### config.mk
export PLATFORM = sky130hd
export DESIGN_NAME = dmba_arbiter
export DESIGN_NICKNAME = d
export VERILOG_FILES = /design/src/design/dmba_pkg.sv /design/src/design/dmba_arbiter.sv
export VERILOG_INCLUDE_DIRS = /design/src /design/src/design
export SDC_FILE = /design/constraint.sdc
export NUM_CORES = 1
export LEC_CHECK = 0
export BUFFER_PORTS_ARGS = -buffer_cell sky130_fd_sc_hd__buf_4
export CAP_MARGIN = 15
export CORE_ASPECT_RATIO = 1.1
export CORE_MARGIN = 4
export CORE_UTILIZATION = 49
export DETAILED_ROUTE_END_ITERATION = 10
export GPL_TIMING_DRIVEN = 0
export PLACE_DENSITY_LB_ADDON = 0.12
export SYNTH_ARGS = -nofsm -noshare
export SYNTH_HDL_FRONTEND = slang
export SYNTH_SLANG_ARGS = --single-unit
### constraint.sdc
create_clock -name i_ref_clk -period 5.9 [get_ports i_ref_clk]
set_clock_uncertainty 0.15 [all_clocks]
set_input_delay 0.59 -clock i_ref_clk [delete_from_list [all_inputs] [get_ports i_ref_clk]]
set_output_delay 0.59 -clock i_ref_clk [all_outputs]
set_load 0.01 [all_outputs]
### src/design/dmba_map.svh
// register map, field positions and codes of the default-master bus arbiter
`ifndef DMBA_MAP_SVH
`define DMBA_MAP_SVH

`define DMBA_CTRL_ADDR 8'h00
`define DMBA_STAT_ADDR 8'h04
`define DMBA_CTRL_RESET 8'h00
`define DMBA_PARK_HI 1
`define DMBA_PARK_LO 0
`define DMBA_VIS_BIT 5
`define DMBA_REGARB_BIT 6
`define DMBA_EXTARB_BIT 7
`define DMBA_PARK_EXT 2'h0
`define DMBA_PARK_CORE 2'h1
`define DMBA_PARK_DMA 2'h2
`define DMBA_PARK_CUR 2'h3
`define DMBA_BWC_MAX 3'h0
`define DMBA_ONEHOT_EXT 3'h1
`define DMBA_ONEHOT_CORE 3'h2
`define DMBA_ONEHOT_DMA 3'h4
`define DMBA_INT_MASK 3'h6
`define DMBA_SYNC_IDLE 2'h3
`define DMBA_SYNC_LOW 2'h0

`endif

### src/design/dmba_pkg.sv
// types shared by the default-master bus arbiter
package dmba_pkg;

    typedef enum logic [1:0] {
        DMBA_M_EXT,
        DMBA_M_CORE,
        DMBA_M_DMA
    } dmba_master_t;

    typedef enum logic [1:0] {
        DMBA_RX_IDLE,
        DMBA_RX_WAIT,
        DMBA_RX_SHOW
    } dmba_rx_t;

    typedef struct packed {
        logic psel;
        logic penable;
        logic pwrite;
        logic [7:0] paddr;
        logic [31:0] pwdata;
    } dmba_apb_req_t;

    typedef struct packed {
        logic [31:0] prdata;
        logic pready;
        logic pslverr;
    } dmba_apb_rsp_t;

    typedef struct packed {
        logic valid;
        logic from_dma;
        logic to_base;
        logic [31:0] data;
    } dmba_reg_req_t;

    typedef struct packed {
        logic bus_request_n;
        logic xta_n;
        logic xta_oe;
        logic addr_strobe_inhibit;
        logic cs_strobe_inhibit;
        logic [31:0] data;
        logic data_oe;
    } dmba_pins_t;

    typedef struct packed {
        logic [7:0] ctrl;
        dmba_master_t owner;
        logic [2:0] grant;
        dmba_rx_t rx;
        logic [1:0] bg_sync;
        logic [1:0] ext_req_sync;
        logic [1:0] xta_sync;
        logic stall;
        logic done;
        logic viol;
        dmba_pins_t pins;
        dmba_apb_rsp_t apb;
    } dmba_state_t;

endpackage : dmba_pkg

### src/design/dmba_arbiter.sv
// default-master arbiter for external, core and dma masters with register-space bus control
//
// The register addresses and the APB register port were left to the implementer.
`include "dmba_map.svh"

module dmba_arbiter (
    input wire logic i_ref_clk,
    input wire logic i_resetn,
    input wire dmba_pkg::dmba_apb_req_t i_apb,
    output dmba_pkg::dmba_apb_rsp_t o_apb,
    input wire logic i_ext_req,
    input wire logic i_core_req,
    input wire logic i_dma_req,
    input wire logic [2:0] i_dma_bandwidth_control,
    output logic [2:0] o_grant,
    input wire dmba_pkg::dmba_reg_req_t i_reg_req,
    output logic o_reg_done,
    output logic o_core_stall,
    input wire logic i_bus_grant_in_n,
    input wire logic i_external_transfer_ack_n,
    output dmba_pkg::dmba_pins_t o_pins
);
    import dmba_pkg::*;

    dmba_state_t q;
    dmba_state_t d;

    // one-hot grant pattern of a master
    function automatic logic [2:0] onehot(input dmba_master_t m);
        logic [2:0] r;
        r = `DMBA_ONEHOT_EXT;
        unique case (m)
            DMBA_M_EXT: r = `DMBA_ONEHOT_EXT;
            DMBA_M_CORE: r = `DMBA_ONEHOT_CORE;
            DMBA_M_DMA: r = `DMBA_ONEHOT_DMA;
            default: r = `DMBA_ONEHOT_EXT;
        endcase
        return r;
    endfunction : onehot

    // highest ranked requester under the parking code and dma bandwidth
    function automatic dmba_master_t pick(input logic [2:0] req, input logic [1:0] park,
                                          input logic bwc_max);
        dmba_master_t ord [3];
        dmba_master_t w;
        w = DMBA_M_EXT;
        unique case (park)
            `DMBA_PARK_CORE: begin
                ord = '{DMBA_M_CORE, DMBA_M_EXT, DMBA_M_DMA};
            end
            `DMBA_PARK_DMA: begin
                ord = '{DMBA_M_DMA, DMBA_M_EXT, DMBA_M_CORE};
            end
            default: begin
                // codes 00 and 11 share one ranking
                ord = '{DMBA_M_EXT, DMBA_M_CORE, DMBA_M_DMA};
            end
        endcase
        // core sits ahead of dma in every order but code 10, so swapping lifts dma
        if (bwc_max && park != `DMBA_PARK_DMA) begin
            for (int i = 0; i < 3; i++) begin
                if (ord[i] == DMBA_M_CORE) begin
                    ord[i] = DMBA_M_DMA;
                end else if (ord[i] == DMBA_M_DMA) begin
                    ord[i] = DMBA_M_CORE;
                end
            end
        end
        for (int i = 2; i >= 0; i--) begin
            if (|(req & onehot(ord[i]))) begin
                w = ord[i];
            end
        end
        return w;
    endfunction : pick

    logic [1:0] park;
    logic ext_en;
    logic reg_arb;
    logic vis;
    logic bwc_max;
    logic [2:0] req_eff;
    logic owner_ok;
    logic apb_hit;
    logic [7:0] status;
    dmba_master_t park_tgt;
    logic viol_set;

    // control fields decoded from the register, and the dma bandwidth decoded from its input pins
    assign park = q.ctrl[`DMBA_PARK_HI:`DMBA_PARK_LO];
    assign ext_en = q.ctrl[`DMBA_EXTARB_BIT];
    assign reg_arb = q.ctrl[`DMBA_REGARB_BIT];
    assign vis = q.ctrl[`DMBA_VIS_BIT];
    assign bwc_max = (i_dma_bandwidth_control == `DMBA_BWC_MAX);
    assign apb_hit = i_apb.psel && i_apb.penable && !q.apb.pready;
    assign status = {q.viol, q.xta_sync[1], q.bg_sync[1], q.rx == DMBA_RX_SHOW,
                     q.rx == DMBA_RX_WAIT, onehot(q.owner)};

    // requests that may compete; external ones only while admitted
    assign req_eff = {i_dma_req, i_core_req, q.ext_req_sync[1] & ext_en};
    assign owner_ok = |(req_eff & onehot(q.owner));

    // parked master, falling back to the internal ranking when externals are shut out
    always_comb begin
        park_tgt = DMBA_M_EXT;
        unique case (park)
            `DMBA_PARK_EXT: park_tgt = DMBA_M_EXT;
            `DMBA_PARK_CORE: park_tgt = DMBA_M_CORE;
            `DMBA_PARK_DMA: park_tgt = DMBA_M_DMA;
            default: park_tgt = q.owner;
        endcase
        if (park_tgt == DMBA_M_EXT && !ext_en) begin
            park_tgt = pick(`DMBA_INT_MASK, park, bwc_max);
        end
    end

    // whole next state of the block
    always_comb begin
        d = q;
        d.bg_sync = {q.bg_sync[0], i_bus_grant_in_n};
        d.ext_req_sync = {q.ext_req_sync[0], i_ext_req};
        d.xta_sync = {q.xta_sync[0], i_external_transfer_ack_n};
        d.done = 1'b0;
        viol_set = 1'b0;

        // ownership moves only once the owner drops its request, i.e. between transfers
        if (!owner_ok) begin
            if (|req_eff) begin
                d.owner = pick(req_eff, park, bwc_max);
            end else begin
                d.owner = park_tgt;
            end
        end
        d.grant = onehot(d.owner);

        // register-space transfer sequencer; valid is held until done, so skip a done cycle
        unique case (q.rx)
            DMBA_RX_IDLE: begin
                if (i_reg_req.valid && !q.done) begin
                    if (i_reg_req.to_base) begin
                        // base register is core-only and never leaves the chip
                        d.done = 1'b1;
                        if (i_reg_req.from_dma) begin
                            d.viol = 1'b1;
                            viol_set = 1'b1;
                        end
                    end else if (reg_arb) begin
                        d.rx = (q.bg_sync[1] == 1'b0) ? DMBA_RX_SHOW : DMBA_RX_WAIT;
                    end else begin
                        d.done = 1'b1;
                    end
                end
            end
            DMBA_RX_WAIT: begin
                // no timeout: an arbiter that never grants leaves the master blocked
                if (q.bg_sync[1] == 1'b0) begin
                    d.rx = DMBA_RX_SHOW;
                end
            end
            DMBA_RX_SHOW: begin
                d.rx = DMBA_RX_IDLE;
                d.done = 1'b1;
            end
            default: begin
                d.rx = DMBA_RX_IDLE;
            end
        endcase

        // pin and stall outputs follow the next sequencer state
        d.stall = (d.rx != DMBA_RX_IDLE) && !i_reg_req.from_dma;
        d.pins.bus_request_n = (d.rx == DMBA_RX_IDLE);
        d.pins.xta_oe = (d.rx == DMBA_RX_SHOW);
        d.pins.xta_n = (d.rx != DMBA_RX_SHOW);
        d.pins.addr_strobe_inhibit = (d.rx == DMBA_RX_SHOW);
        d.pins.cs_strobe_inhibit = (d.rx == DMBA_RX_SHOW);
        d.pins.data_oe = (d.rx == DMBA_RX_SHOW) && vis && reg_arb;
        d.pins.data = d.pins.data_oe ? i_reg_req.data : '0;

        // apb slave: one wait state, then a one-cycle pready
        d.apb.pready = apb_hit;
        d.apb.pslverr = 1'b0;
        d.apb.prdata = '0;
        if (apb_hit) begin
            if (i_apb.paddr == `DMBA_CTRL_ADDR) begin
                if (i_apb.pwrite) begin
                    d.ctrl = i_apb.pwdata[7:0];
                end else begin
                    d.apb.prdata = {24'h00_0000, q.ctrl};
                end
            end else if (i_apb.paddr == `DMBA_STAT_ADDR) begin
                if (!i_apb.pwrite) begin
                    d.apb.prdata = {24'h00_0000, status};
                    // read clears the violation flag; a violation landing in the same cycle wins
                    d.viol = viol_set;
                end
            end else begin
                d.apb.pslverr = 1'b1;
            end
        end
    end

    // single state register, synchronous active-low reset
    always_ff @(posedge i_ref_clk) begin
        if (!i_resetn) begin
            q <= '0;
            q.ctrl <= `DMBA_CTRL_RESET;
            q.owner <= DMBA_M_EXT;
            q.grant <= `DMBA_ONEHOT_EXT;
            q.rx <= DMBA_RX_IDLE;
            q.bg_sync <= `DMBA_SYNC_IDLE;
            q.ext_req_sync <= `DMBA_SYNC_LOW;
            q.xta_sync <= `DMBA_SYNC_IDLE;
            q.pins.bus_request_n <= 1'b1;
            q.pins.xta_n <= 1'b1;
        end else begin
            q <= d;
        end
    end

    // every output straight from the state register
    assign o_apb = q.apb;
    assign o_grant = q.grant;
    assign o_reg_done = q.done;
    assign o_core_stall = q.stall;
    assign o_pins = q.pins;

endmodule : dmba_arbiter

==> flow_summary.ini <==
[outcome]
outcome = finished, final reports clean

[global_routing]
antenna_found_initial = 0
track_usage_pct = 16.97
grt_first_pass_wirelength_um = 10520
grt_max_degree = 12
grt_pass1_vias = 2325
overflow = 0

[yosys]
synth-simple-area-share_pct = 20.46
yosysTopAreaCellShare_pct = 43.99
yosysWarnings = 0
ys_seq_area_share_pct = 43.99
synth-seq-cells = 70
synth_adder_area_share_pct = 3.928
ys_types = 41
postSynthAreaPerCell_um2 = 9.862
yosysMostFrequentCell = buf_4
synth_mux_area_share_pct = 5.342
synth.top_cells.by_count = buf_4 (76), dfxtp_1 (70), and2_1 (38), mux2i_1 (17), nor2_1 (13)
synth_area_leaders = dfxtp_1 (44%), buf_4 (18%), and2_1 (7.5%)
syn_area_um2 = 3186
synth_compound_area_share_pct = 5.067
synth_ff_type = dfxtp_1
synth_top_family_by_area = buffers and inverters
synth_edf_count = 0
async_reset_ff_share_pct = 0
synthCells = 323
synth_top_area_cell = dfxtp_1
synthXorXnorAreaFrac_pct = 0

[floorplanning]
initial_utilization_pct = 51.12
die_y_um = 92.57
die_w_um = 84.88
dieArea_um2 = 7856
core_area_um2 = 6231
std_cell_rows = 30
io_pins = 165

[cells_and_area]
layout.nets = 571
register_area_um2 = 1401
areaGrowthSynthToFinish_pct = 38.45
layout-drive-gt1-share_pct = 44.98
multi_input_area_um2 = 1199
antenna_cells = 0
fillers = 503
fin_area_um2 = 4410

[timing]
timing.hold.ws_ns = 0.2617
min_period_ns = 3.181
finalHoldViolCount = 0
slew_headroom_pct = 63.09
fin_setup_tns_ns = 0
rsz0062_at_grt = false
min_period_over_period_pct = 53.92
setup_viol = 0
max_freq_ghz = 0.3143
maxSlewViolCount = 0
tightest_slew_ns = 0.5537

[critical_path]
slowest_stage = o41ai_1
critical_path_arrival_ns = 3.23
worstPathRequired_ns = 5.95
criticalPathCategory = register to register
end_kind = register
critPathLaunchType = register
crit_start = park[0]
cp_cell_sequence = inv_1, ha_1, o41ai_1, inv_1, ha_1, a22o_1, o21ai_0, a21oi_1, nor3_1, o31a_1, ha_1, nand2b_1
cp_top_family = compound AO/OA/AOI/OAI gates
reg2reg_from = park[0]
critPathMaxStageDelay_ns = 0.44
path_max_fanout = 6
timing.critical_path.buf_inv = 2
cpMostUsedCell = ha_1

[clocking]
h-tree-depth = 3
cts_root_buffer = clkbuf_8
cts_buffer_depth = 2
cts_hold_buffers = 0
cts-buffers-inserted = 9
cts_tree = built
insertion_delay_ns = 0.32
cts.sinks = 70
clkSlewWorstSetupHoldPaths_ns = 0.07
cts_resized = 0
cts_setup_buffers = 0

[power]
ir_drop_uv = 144.6
p_sw_share_pct = 22.88
power_switching_uw = 208.0
power.density_nw_per_um2 = 206.1
p_leak_uw = 0.002287
sequentialPowerShare_pct = 53.2
p_int_uw = 701.1
clkPwrFrac_pct = 36.2
comb_power_share_pct = 10.7

[job]
maxCapViolCount = 0

[drt]
via_per_inst = 4.321
wire_per_inst_um = 11.77
antenna_left = 0
dr_total_vias = 2411
drtIter0Drc = 36
first_pass_iters = 4
drc = 0
wl_um = 6568

[place]
numPortBuffers = 116
dp_hpwl_um = 5275
place_congestion = 0.8354
dpl_cell_area_um2 = 4243

[worst_hold_path]
hp-start = d[76]
hold_path_class = register to register
[layout make-up]
type	count	share of cell area, %
Multi-Input combinational cell	181	27.18
Clock inverter	4	0.5106
Inverter	11	0.9362
Sequential cell	70	31.77
Clock buffer	12	3.291
Buffer	84	14.30
Timing Repair Buffer	116	19.74
Tap cell	80	2.270
[cell usage in the layout, fill, tap and decap left out, types with 6 or more instances in the layout]
cell type / netlist / layout
clkbuf_1: 4 / 6
clkbuf_8: 0 / 10
inv_1: 11 / 11
ha_1: 10 / 10
nand2_1: 9 / 9
nor2b_1: 12 / 12
buf_4: 76 / 192
mux2i_1: 17 / 17
nor2_1: 13 / 13
nand3_1: 6 / 6
a21oi_1: 8 / 8
conb_1: 1 / 24
dfxtp_1: 70 / 70
nand2b_1: 8 / 8
and2_1: 38 / 38
[state kept, by name, summed over array words and instances (netlist names)]
| name | cells |
|---|---|
| o_grant | 3 |
| o_pins | 36 |
| ext_en | 1 |
| d | 3 |
| q | 13 |
| park | 2 |
| o_apb | 10 |
| o_core_stall | 1 |
| o_reg_done | 1 |
[per-layer routing]
metal	share of wire [%]	wire [um]	up-vias	GRT usage [%]
met1	41	2680	1079	19.15
li1	-	-	1250	-
met5	0	0	-	0
met4	1.1	71	0	6.860
met3	5.5	358	4	4.359
met2	53	3457	78	30.22
[power groups by stage]
stage / clock (uW) / combinational, uW / sequential, uW
finish: 329 / 97.0 / 483
detailed placement: 0 / 96.7 / 494
global route: 369 / 107 / 484
floorplan: 0 / 51.2 / 493
global placement: 0 / 95.1 / 494
CTS: 338 / 97.1 / 483
[cell families after synthesis]
family	Yosys count
flops	70
other cells	1
simple gates	106
fa+ha+maj	10
compound gates	24
buf+inv	95
mux	17
[through the flow]
step	util [%]	cells	setup WS, ns	total power [uW]
5_1_grt	70.78	558	2.402	959.9
3_5_place_dp	68.09	542	2.701	590.7
6_report	70.78	558	2.719	909.1
4_1_cts	70.78	558	2.723	918.6
2_1_floorplan	-	346	3.070	544.4
3_3_place_gp	68.09	542	2.735	589.1
[worst paths after layout]
| check | endpoint | slack (ns) | depth (start not counted) |
|---|---|---|---|
| worst min register to register | q[76] | 0.26 | 1 |
| worst min-delay path | q[76] | 0.26 | 1 |
| worst max register to register | o_grant[0] | 2.72 | 12 |
| worst max-delay path | o_grant[0] | 2.72 | 12 |
Note: power is estimated with default switching activity, not from simulation.
